==> config.mk <==
export PLATFORM = sky130hd
export DESIGN_NAME = timer_channel_mode_control
export DESIGN_NICKNAME = d
export VERILOG_FILES = /design/src/verilog/tcmc_pkg.sv /design/src/verilog/timer_channel_mode_control.sv /design/src/verilog/tcmc_edge_detect.sv
export SDC_FILE = /design/constraint.sdc
export NUM_CORES = 1
export LEC_CHECK = 0
export ABC_AREA = 1
export BUFFER_PORTS_ARGS = -buffer_cell sky130_fd_sc_hd__buf_4
export CAP_MARGIN = 20
export CORE_MARGIN = 4
export CORE_UTILIZATION = 45
export CTS_BUF_LIST = sky130_fd_sc_hd__clkbuf_4
export CTS_CLUSTER_DIAMETER = 40
export DETAILED_ROUTE_END_ITERATION = 16
export GPL_ROUTABILITY_DRIVEN = 1
export GPL_TIMING_DRIVEN = 0
export PLACE_DENSITY = 0.83
export SYNTH_ARGS = -nofsm -noshare
export SYNTH_HDL_FRONTEND = slang
export SYNTH_HIERARCHICAL = 1
export SYNTH_SLANG_ARGS = --single-unit
export TNS_END_PERCENT = 50
==> constraint.sdc <==
create_clock -name ref_clk -period 1.55 [get_ports ref_clk]
set_input_delay 0.31 -clock ref_clk [delete_from_list [all_inputs] [get_ports ref_clk]]
set_output_delay 0.31 -clock ref_clk [all_outputs]
set_load 0.05 [all_outputs]
==> src/verilog/tcmc_pkg.sv <==
// Contract
// - Capture mode: active pin edge sets flag
// - Compare/PWM modes: counter match sets flag
// - PWM at 0% or 100% never sets flag
// - Interrupt while flag and enable both set
// - Enable bit read/write, reset clears it
// - Clear flag: read while set, write 0
// - New event during clear keeps flag set
// - Reset clears flag; writing 1 ignored
// - Mode bit B selects edge PWM
// - Mode bit A: capture or compare
// - Edge/level 00 releases the pin
// - Capture edges: rising, falling, either
// - Compare match: toggle, clear, set pin
// - Edge PWM polarity from edge/level field
// - Center select forces center PWM everywhere
// - Center select makes counter up/down; reset clears
// - Control write resets value coherency latch
package tcmc_pkg;

  // Register byte offsets
  localparam logic [7:0] TCMC_OFS_MAIN = 8'h00;
  localparam logic [7:0] TCMC_OFS_CHAN = 8'h04;
  localparam logic [7:0] TCMC_OFS_STAT = 8'h08;
  localparam logic [7:0] TCMC_OFS_MASK = 8'h0C;

  // Main control field
  localparam int TCMC_MAIN_CENTER_BIT = 5;

  // Channel control fields
  localparam int TCMC_CH_FLAG_BIT = 7;
  localparam int TCMC_CH_IE_BIT = 6;
  localparam int TCMC_CH_MSB_BIT = 5;
  localparam int TCMC_CH_MSA_BIT = 4;
  localparam int TCMC_CH_ELB_BIT = 3;
  localparam int TCMC_CH_ELA_BIT = 2;

  // Interrupt status fields
  localparam int TCMC_ST_EVENT_BIT = 0;
  localparam int TCMC_ST_ACTION_BIT = 1;

  // Reset values
  localparam logic [7:0] TCMC_MAIN_RESET = 8'h00;
  localparam logic [7:0] TCMC_CHAN_RESET = 8'h00;
  localparam logic [1:0] TCMC_STAT_RESET = 2'h0;
  localparam logic [1:0] TCMC_MASK_RESET = 2'h0;

  // Pin must be stable this long before entering capture
  localparam int TCMC_PIN_STABLE_CYCLES = 2;

  // Edge/level field codes
  localparam logic [1:0] TCMC_EL_OFF = 2'h0;
  localparam logic [1:0] TCMC_EL_01 = 2'h1;
  localparam logic [1:0] TCMC_EL_10 = 2'h2;
  localparam logic [1:0] TCMC_EL_11 = 2'h3;

  typedef enum logic [1:0] {
    TCMC_MODE_CAPTURE = 2'b00,
    TCMC_MODE_COMPARE = 2'b01,
    TCMC_MODE_EDGE_PWM = 2'b10,
    TCMC_MODE_CENTER_PWM = 2'b11
  } tcmc_mode_e;

endpackage : tcmc_pkg

==> src/verilog/timer_channel_mode_control.sv <==
// Register access over APB and the register offsets were chosen for this implementation.
`timescale 1ns/10ps
// One timer channel: mode decode, event flag, pin control, APB access
module timer_channel_mode_control (
  input wire logic ref_clk, // 50 MHz system clock
  input wire logic reset_n, // Async reset, active low
  input wire logic psel, // APB select
  input wire logic penable, // APB enable
  input wire logic pwrite, // APB direction, high for write
  input wire logic [7:0] paddr, // APB byte address
  input wire logic [31:0] pwdata, // APB write data
  output logic [31:0] prdata, // APB read data
  output logic pready, // APB ready
  output logic pslverr, // APB error on unmapped address
  input wire logic counterMatch, // Counter equals channel value
  input wire logic counterWrap, // Counter restarts a period
  input wire logic countingUp, // Counter direction, high for up
  input wire logic dutyExtreme, // Duty programmed to 0% or 100%
  input wire logic channelPinIn, // Channel pin level
  output logic channelPinOut, // Channel pin drive value
  output logic channelPinOe_n, // Pin drive enable, low drives
  output logic centerAligned, // Counter runs up/down
  output logic valueLatchReset, // Restart value coherency latch
  output logic channelIrq, // Channel request, flag and enable
  output logic irq // Masked summary interrupt
);
  import tcmc_pkg::*;

  // Register state
  logic [7:0] mainCtrl_q;
  logic eventFlag_q;
  logic eventFlag_d;
  logic irqEnable_q;
  logic [3:0] modeField_q;
  logic clearArmed_q;
  logic clearArmed_d;
  logic [1:0] intStatus_q;
  logic [1:0] intStatus_d;
  logic [1:0] intMask_q;
  logic pinOut_q;
  logic pinOut_d;
  logic latchReset_q;

  // APB handshake state
  logic ready_q;
  logic [31:0] rdata_q;
  logic slverr_q;

  // Returns the channel mode from the center select and mode bits
  function automatic tcmc_mode_e decodeMode(input logic center, input logic msb,
                                            input logic msa);
    tcmc_mode_e m;
    m = TCMC_MODE_CAPTURE;
    if (center) begin
      m = TCMC_MODE_CENTER_PWM;
    end else if (msb) begin
      m = TCMC_MODE_EDGE_PWM;
    end else if (msa) begin
      m = TCMC_MODE_COMPARE;
    end else begin
      m = TCMC_MODE_CAPTURE;
    end
    return m;
  endfunction : decodeMode

  // Pin level applied on a compare match for the given edge/level code
  function automatic logic compareLevel(input logic [1:0] el, input logic current);
    logic lvl;
    lvl = current;
    unique case (el)
      TCMC_EL_01: lvl = ~current;
      TCMC_EL_10: lvl = 1'b0;
      TCMC_EL_11: lvl = 1'b1;
      TCMC_EL_OFF: lvl = current;
    endcase
    return lvl;
  endfunction : compareLevel

  // Address decode
  wire apbAccess = psel & penable;
  wire apbDone = apbAccess & ready_q;
  wire apbWrite = apbDone & pwrite;
  wire apbRead = apbDone & ~pwrite;
  wire hitMain = (paddr == TCMC_OFS_MAIN);
  wire hitChan = (paddr == TCMC_OFS_CHAN);
  wire hitStat = (paddr == TCMC_OFS_STAT);
  wire hitMask = (paddr == TCMC_OFS_MASK);
  wire hitAny = hitMain | hitChan | hitStat | hitMask;
  wire wrMain = apbWrite & hitMain;
  wire wrChan = apbWrite & hitChan;
  wire wrStat = apbWrite & hitStat;
  wire wrMask = apbWrite & hitMask;
  wire rdChan = apbRead & hitChan;

  // Mode and field decode
  wire centerSel = mainCtrl_q[TCMC_MAIN_CENTER_BIT];
  wire [1:0] edgeLevel = modeField_q[1:0];
  wire pinReleased = (edgeLevel == TCMC_EL_OFF);
  tcmc_mode_e chanMode;
  assign chanMode = decodeMode(centerSel, modeField_q[3], modeField_q[2]);
  wire inCapture = (chanMode == TCMC_MODE_CAPTURE);
  wire inCompare = (chanMode == TCMC_MODE_COMPARE);
  wire inEdgePwm = (chanMode == TCMC_MODE_EDGE_PWM);
  wire inCenterPwm = (chanMode == TCMC_MODE_CENTER_PWM);
  wire inPwm = inEdgePwm | inCenterPwm;
  // Field 10 means high-true pulses, any value ending in 1 low-true
  wire lowTrue = edgeLevel[0];

  // Capture edge from the pin; the pin is taken as synchronous already
  wire captureEdge;
  tcmc_edge_detect u_edge (
    .ref_clk(ref_clk),
    .reset_n(reset_n),
    .pinIn(channelPinIn),
    .edgeSel(edgeLevel),
    .enable(inCapture & ~pinReleased),
    .edgeSeen(captureEdge)
  );

  // Channel events by mode; extreme duty suppresses the PWM flag
  wire compareEvent = counterMatch & inCompare;
  wire pwmEvent = counterMatch & inPwm & ~dutyExtreme;
  wire channelEvent = captureEdge | compareEvent | pwmEvent;

  // Clear sequence: the read arms it, a zero write finishes it
  wire writeFlagZero = wrChan & ~pwdata[TCMC_CH_FLAG_BIT];
  wire clearComplete = writeFlagZero & clearArmed_q & ~channelEvent;

  always_comb begin
    eventFlag_d = eventFlag_q;
    clearArmed_d = clearArmed_q;
    if (channelEvent) begin
      // New event restarts the sequence so no request is lost
      eventFlag_d = 1'b1;
      clearArmed_d = 1'b0;
    end else if (clearComplete) begin
      eventFlag_d = 1'b0;
      clearArmed_d = 1'b0;
    end else if (rdChan & eventFlag_q) begin
      clearArmed_d = 1'b1;
    end else if (writeFlagZero) begin
      // A zero write without the read only drops the arming
      clearArmed_d = 1'b0;
    end
  end

  // Flag and arming state; writing one to the flag is ignored
  always_ff @(posedge ref_clk or negedge reset_n) begin
    if (!reset_n) begin
      eventFlag_q <= TCMC_CHAN_RESET[TCMC_CH_FLAG_BIT];
      clearArmed_q <= 1'b0;
    end else begin
      eventFlag_q <= eventFlag_d;
      clearArmed_q <= clearArmed_d;
    end
  end

  // Channel control bits below the flag
  always_ff @(posedge ref_clk or negedge reset_n) begin
    if (!reset_n) begin
      irqEnable_q <= TCMC_CHAN_RESET[TCMC_CH_IE_BIT];
      modeField_q <= TCMC_CHAN_RESET[TCMC_CH_MSB_BIT:TCMC_CH_ELA_BIT];
    end else if (wrChan) begin
      irqEnable_q <= pwdata[TCMC_CH_IE_BIT];
      modeField_q <= pwdata[TCMC_CH_MSB_BIT:TCMC_CH_ELA_BIT];
    end
  end

  // Main control; only the center select is implemented, others read zero
  always_ff @(posedge ref_clk or negedge reset_n) begin
    if (!reset_n) begin
      mainCtrl_q <= TCMC_MAIN_RESET;
    end else if (wrMain) begin
      mainCtrl_q <= 8'h00;
      mainCtrl_q[TCMC_MAIN_CENTER_BIT] <= pwdata[TCMC_MAIN_CENTER_BIT];
    end
  end

  // Any channel control write restarts the value latch, debug or not
  always_ff @(posedge ref_clk or negedge reset_n) begin
    if (!reset_n) begin
      latchReset_q <= 1'b0;
    end else begin
      latchReset_q <= wrChan;
    end
  end

  // Pin output: compare actions and PWM set/clear points
  always_comb begin
    pinOut_d = pinOut_q;
    if (inCompare & counterMatch) begin
      pinOut_d = compareLevel(edgeLevel, pinOut_q);
    end else if (inEdgePwm) begin
      if (counterMatch) begin
        pinOut_d = lowTrue;
      end else if (counterWrap) begin
        pinOut_d = ~lowTrue;
      end
    end else if (inCenterPwm & counterMatch) begin
      // Up-count match ends the active phase, down-count match starts it
      pinOut_d = countingUp ? lowTrue : ~lowTrue;
    end
  end

  always_ff @(posedge ref_clk or negedge reset_n) begin
    if (!reset_n) begin
      pinOut_q <= 1'b0;
    end else if (pinReleased) begin
      pinOut_q <= 1'b0;
    end else begin
      pinOut_q <= pinOut_d;
    end
  end

  // Interrupt status: hardware set beats a same-cycle software clear
  always_comb begin
    intStatus_d = intStatus_q;
    if (wrStat) begin
      intStatus_d = intStatus_q & ~pwdata[1:0];
    end
    if (channelEvent) begin
      intStatus_d[TCMC_ST_EVENT_BIT] = 1'b1;
    end
    if (inCompare & counterMatch & ~pinReleased) begin
      intStatus_d[TCMC_ST_ACTION_BIT] = 1'b1;
    end
  end

  always_ff @(posedge ref_clk or negedge reset_n) begin
    if (!reset_n) begin
      intStatus_q <= TCMC_STAT_RESET;
      intMask_q <= TCMC_MASK_RESET;
    end else begin
      intStatus_q <= intStatus_d;
      if (wrMask) begin
        intMask_q <= pwdata[1:0];
      end
    end
  end

  // Read data mux
  wire [7:0] chanRead = {eventFlag_q, irqEnable_q, modeField_q, 2'b00};
  wire [31:0] readMux = hitMain ? {24'h000000, mainCtrl_q} :
                        hitChan ? {24'h000000, chanRead} :
                        hitStat ? {30'h00000000, intStatus_q} :
                        hitMask ? {30'h00000000, intMask_q} : 32'h00000000;

  // APB slave: one wait state so read data and error come from flops.
  // The extra cycle per access is traded for a clean registered read path;
  // the master must wait on pready and never count cycles itself.
  always_ff @(posedge ref_clk or negedge reset_n) begin
    if (!reset_n) begin
      ready_q <= 1'b0;
      rdata_q <= 32'h00000000;
      slverr_q <= 1'b0;
    end else begin
      ready_q <= apbAccess & ~ready_q;
      if (apbAccess & ~ready_q) begin
        rdata_q <= pwrite ? 32'h00000000 : readMux;
        slverr_q <= ~hitAny;
      end
    end
  end

  // Outputs
  assign pready = ready_q;
  assign prdata = rdata_q;
  assign pslverr = slverr_q;
  assign centerAligned = centerSel;
  assign valueLatchReset = latchReset_q;
  // Capture mode only listens; released pin is handed back
  assign channelPinOe_n = pinReleased | inCapture;
  assign channelPinOut = pinOut_q;
  assign channelIrq = eventFlag_q & irqEnable_q;
  assign irq = |(intStatus_q & intMask_q);

endmodule : timer_channel_mode_control

==> src/verilog/tcmc_edge_detect.sv <==
`timescale 1ns/10ps
// Detects the selected edge on a pin that is already synchronous
module tcmc_edge_detect (
  input wire logic ref_clk, // System clock
  input wire logic reset_n, // Async reset, active low
  input wire logic pinIn, // Channel pin level
  input wire logic [1:0] edgeSel, // 01 rise, 10 fall, 11 either
  input wire logic enable, // Capture mode active
  output logic edgeSeen // One-cycle pulse on selected edge
);
  import tcmc_pkg::*;

  logic pinPrev_q;
  wire riseSeen;
  wire fallSeen;

  // History tracks the pin even when idle, so arming capture on a
  // pin that was stable does not fake an edge
  always_ff @(posedge ref_clk or negedge reset_n) begin
    if (!reset_n) begin
      pinPrev_q <= 1'b0;
    end else begin
      pinPrev_q <= pinIn;
    end
  end

  // Edge select decode
  assign riseSeen = pinIn & ~pinPrev_q & edgeSel[0];
  assign fallSeen = ~pinIn & pinPrev_q & edgeSel[1];
  assign edgeSeen = enable & (riseSeen | fallSeen);

endmodule : tcmc_edge_detect

Word level (Yosys, flattened, before mapping)
Cells that the tools add are included.

operators by class
  equality and inequality tests = 10
  mux-type cells = 25
  bitwise gates (word level) = 48
  reduce and logical (&&, ||, !) cells = 10

operator list
  cell                                                  number
  AND 1 bit                                             26
  two-way mux 8 bit                                     3
  equality test 8 x 4 -> 1 bit (second input constant)  2
  two-way mux 1 bit                                     16
  NOT 1 bit                                             11
  two-way mux 2 bit                                     5
  equality test 2 bit (second input constant)           4
  equality test 8 x 3 -> 1 bit (second input constant)  1
  logical NOT 8 bit                                     1
  bitwise OR 1 bit                                      8
  nonzero test 4 bit                                    2
  nonzero test 2 bit                                    3
  != test 5 x 4 -> 1 bit (second input constant)        1
  AND 2 bit                                             2
  equality test 2 x 1 -> 1 bit (second input constant)  2
  logical NOT 2 bit                                     2
  case mux 1 bit (3 select lines)                       1
  NOT 2 bit                                             1
  AND reduction 2 bit                                   1
  OR reduction 2 bit                                    1

storage, ports and cells
  register bits after elaboration = 49
  input bits = 50
  output and inout bits = 40
  logic and storage cells = 107

Logic depth before layout (Yosys ltp)
  word-level depth = 12
  mapped depth = 10
  mapped depth without buffers = 10

Hierarchy
Netlist, hierarchy kept.

modules (own cells, without submodules)
  module                      instances  cells each  area an instance (µm²)
  timer_channel_mode_control  1          192         1460.2
  tcmc_edge_detect            1          8           52.6

Least setup slack after synthesis
Ideal clock, no wire load.

  path type = reg2out
  start point = register mainCtrl_q[5]
  end point = output channelPinOe_n
  arrival time = 1924 ps
  data required time = 1240 ps
  path slack = -684 ps
  stages on the path, launching flop included = 4
  path buffers = 0
  path through = dfrtp_1 -> nor2_1 -> inv_1 -> o21ai_0

between the ends
  word-level cells in the longest chain between the ends = 3

RTL lines
  element                            RTL line                           text
  from (decl)                        timer_channel_mode_control.sv:30   logic [7:0] mainCtrl_q;
  from (signal, indexed assignment)  timer_channel_mode_control.sv:175  mainCtrl_q[TCMC_MAIN_CENTER_BIT] <= pwdata[TCMC_MAIN_CENTER_BIT];
  two-way mux 2 bit                  timer_channel_mode_control.sv:54   if (center) begin
  logical NOT 2 bit                  timer_channel_mode_control.sv:101  wire inCapture = (chanMode == TCMC_MODE_CAPTURE);
  bitwise OR 1 bit                   timer_channel_mode_control.sv:272  assign channelPinOe_n = pinReleased | inCapture;
  to (decl)                          timer_channel_mode_control.sv:21   output logic channelPinOe_n,

No other way between the ends.

Final worst setup path
  start point = register modeField_q[1]
  end point = output channelPinOe_n

between the ends
  word-level cells in the longest chain between the ends = 2

RTL lines
  element                 RTL line                           text
  from (decl)             timer_channel_mode_control.sv:34   logic [3:0] modeField_q;
  from (signal assigned)  timer_channel_mode_control.sv:162  modeField_q <= TCMC_CHAN_RESET[TCMC_CH_MSB_BIT:TCMC_CH_ELA_BIT];
  from (signal assigned)  timer_channel_mode_control.sv:165  modeField_q <= pwdata[TCMC_CH_MSB_BIT:TCMC_CH_ELA_BIT];
  logical NOT 2 bit       timer_channel_mode_control.sv:98   wire pinReleased = (edgeLevel == TCMC_EL_OFF);
  bitwise OR 1 bit        timer_channel_mode_control.sv:272

No other way between the ends.

==> out/summary.txt <==
Overflow after GRT -> 0
io pins -> 90
vias -> 1365
Tcrit/Tclk final -> 1.00
layout cells sized above 1 -> 0.343
Comb power frac -> 0.258
number of distinct library cells after synthesis -> 28
TritonCTS Buffers -> 3
switching share of power -> 0.326
All-Layer GR Usage -> 0.152
Clock Power Share -> 0.239
Root Buffer -> clkbuf_4
Post-synth top flop -> dfrtp_1
Flop pwr share -> 0.504
CP Data Required Time -> 1.24 ns
Net Switching -> 0.000430 W
Max Slew Vio Count -> 0
Fmax -> 642 MHz
dpl hpwl -> 2560 um
initial antenna violation count -> 0
DR pass1 iterations -> 5
Final TNS setup -> -0.00756 ns
maximum VDD drop -> 0.368 mV
num rows -> 20
Seq/Total Area, Yosys -> 0.414
vias in the first global route -> 1216
CTS sink count -> 25
crit end category -> primary output
die extent in y -> 66.0 um
# diodes -> 0
port buffer count -> 41
PD cells -> 640 nW/um^2
DRC -> 0
#FFs+latches synth -> 25
CTS tree -> built
Cell Int Power -> 0.000890 W
DIE AREA -> 4350 um^2
Mapped Cells -> 200
synth warn -> 6
Max Cap Viol -> 0
top cell type's share of synthesized area -> 0.414
reg-to-reg setup timing slack -> 0.15 ns
Reg clk slew, reported paths -> 0.14 ns
ANT nets after route -> 0
EDFF count, synth -> 0
DIE WIDTH -> 66.0 um
final net count -> 325
Hold Violations, Final -> 0
Starting Density -> 0.484
final RePlAce weighted congestion -> 0.837
number of fill cells -> 276
core area -> 3130 um^2
Crit path max-delay family -> flip-flops
Slowest cell on crit path -> dfrtp_1
startpoint types -> flop
vias per cell -> 4.29
1st-iter DRT viols -> 61
Avg WL per Cell -> 9.99 um
WL final -> 3180 um
CTS HTree Levels -> 1
dominant cell type by area after synthesis -> dfrtp_1
first-pass GRT wire length -> 5240 um
Area contributors post-synth -> dfrtp_1 (41%), nand2_1 (15%), buf_4 (12%)
mean post-synth cell area -> 7.56 um^2
largest net degree at the start of global routing -> 26
setup violators final -> 1
Post-synth top cells -> nand2_1 (60), dfrtp_1 (25), buf_4 (24)
Synth async-reset ratio -> 1.00
Mapped Area -> 1510 um^2
crit path kind -> reg -> out
Critical Path Fanout Max -> 3
Buf/Inv on CP -> 1
Final Total Pwr -> 0.00132 W
CTS max path bufs -> 2
most common cell in the netlist -> nand2_1
worst hold path type -> in -> reg
CP Cell Sequence -> or2_4, o21ai_4, buf_6
violated checks -> setup timing
setup ws final -> -0.00756 ns
critical path arrival -> 1.25 ns
setup repair after global routing missed its margin -> true
Final min period -> 1.56 ns
Clock Skew -> 0.00506 ns
Synth-to-Final Area Change -> 36.4%
leakage -> 1.20 nW
status -> complete, but fails checks
Critical Path Max Stage Delay -> 0.42 ns
Clk Latency, worst-skew pair -> 0.32 ns
==> cell families after synthesis <==
group	count (synthesis)	synth area share
simple gates	107	0.326
buf+inv	47	0.179
flops	25	0.414
compound gates	19	0.0728
xor+xnor	1	0.00579
other cells	1	0.00248
==> flip-flops by register name, summed over array words and instances, names as in the netlist <==
| signal | cells |
|---|---|
| modeField_q | 4 |
| eventFlag_q | 1 |
| clearArmed_q | 1 |
| valueLatchReset | 1 |
| pslverr | 1 |
| irqEnable_q | 1 |
| channelPinOut | 1 |
| intStatus_q | 2 |
| pready | 1 |
| prdata | 8 |
| mainCtrl_q | 1 |
| intMask_q | 2 |
| u_edge/pinPrev_q | 1 |
==> metrics by stage <==
| stage | instances | util | setup slack, ns | hold WS, ns | cell area, um^2 |
|---|---|---|---|---|---|
| 2_1_floorplan | 223 | - | 0.0345 | 0.0144 | 1610 |
| 3_3_place_gp | 308 | 0.631 | -0.0264 | 0.228 | 1970 |
| 3_5_place_dp | 308 | 0.631 | -0.0475 | 0.231 | 1970 |
| 4_1_cts | 318 | 0.659 | -0.0137 | 0.0873 | 2060 |
| 5_1_grt | 318 | 0.660 | -0.0448 | 0.0743 | 2060 |
| 6_report | 318 | 0.660 | -0.00756 | 0.0912 | 2060 |
==> layout make-up <==
cell class,count,area (um^2),share of cell area
Buffer,25,184,0.0891
Clock buffer,4,30.0,0.0146
Inverter,22,87.6,0.0424
Multi-Input combinational cell,151,721,0.349
Sequential cell,25,627,0.304
Tap cell,44,55.1,0.0267
Timing Repair Buffer,47,359,0.174
==> final timing paths <==
check	from	to	cells after the start
max	modeField_q[1]	channelPinOe_n	3
min	channelPinIn	u_edge/pinPrev_q	1
max reg2reg	modeField_q[1]	clearArmed_q	10
min reg2reg	prdata[1]	prdata[1]	2
max in group asynchronous	reset_n	modeField_q[0]	2
min in group asynchronous	reset_n	irqEnable_q	2
==> worst reg2reg max path: cells and delay by family (launching register included) <==
kind	cells	cell delay, ns
simple gates	8	0.80
flops	1	0.42
buf+inv	2	0.13
==> power by group through the flow <==
stage	clock network (W)	logic (W)	registers [W]
floorplan	0	0.000226	0.000697
global placement	0	0.000332	0.000678
detailed placement	0	0.000335	0.000678
CTS	0.000318	0.000339	0.000665
global route	0.000342	0.000366	0.000667
finish	0.000315	0.000340	0.000665
==> per-layer routing <==
metal / GRT usage / up-vias / share of wire
met5: 0 / - / 0
met4: 0.0457 / 0 / 0.012
met3: 0.0170 / 4 / 0.065
met2: 0.260 / 46 / 0.48
met1: 0.201 / 586 / 0.44
li1: - / 729 / -
==> cells in the final DEF (no fill, tap or decap) <==
master	instances
a21boi_0	1
a21oi_1	1
a22o_1	1
a31oi_1	1
and2_1	1
buf_4	69
buf_6	1
clkbuf_1	1
clkbuf_4	4
clkinv_4	1
conb_1	24
dfrtp_1	24
dfrtp_2	1
dlygate4sd3_1	1
inv_1	19
inv_2	2
nand2_1	60
nand2_2	2
nand2_4	1
nand3_1	20
nand4_1	1
nor2_1	11
nor2_2	5
nor2_4	2
nor2_8	1
nor3_1	1
nor3_2	1
o21ai_0	4
o21ai_1	8
o21ai_2	2
o21ai_4	1
or2_4	1
xnor2_1	1
==> what timing repair did <==
| action | in CTS | in global routing |
|---|---|---|
| hold buffers | 1 | 0 |
| resized for setup | 5 | 1 |
| setup buffers | 5 | 0 |
| setup endpoints to repair | 4 | 2 |
| pin swaps | 1 | 3 |
| endpoints found under the hold margin | 25 | 0 |
Note: power is estimated with default switching activity, not from simulation.
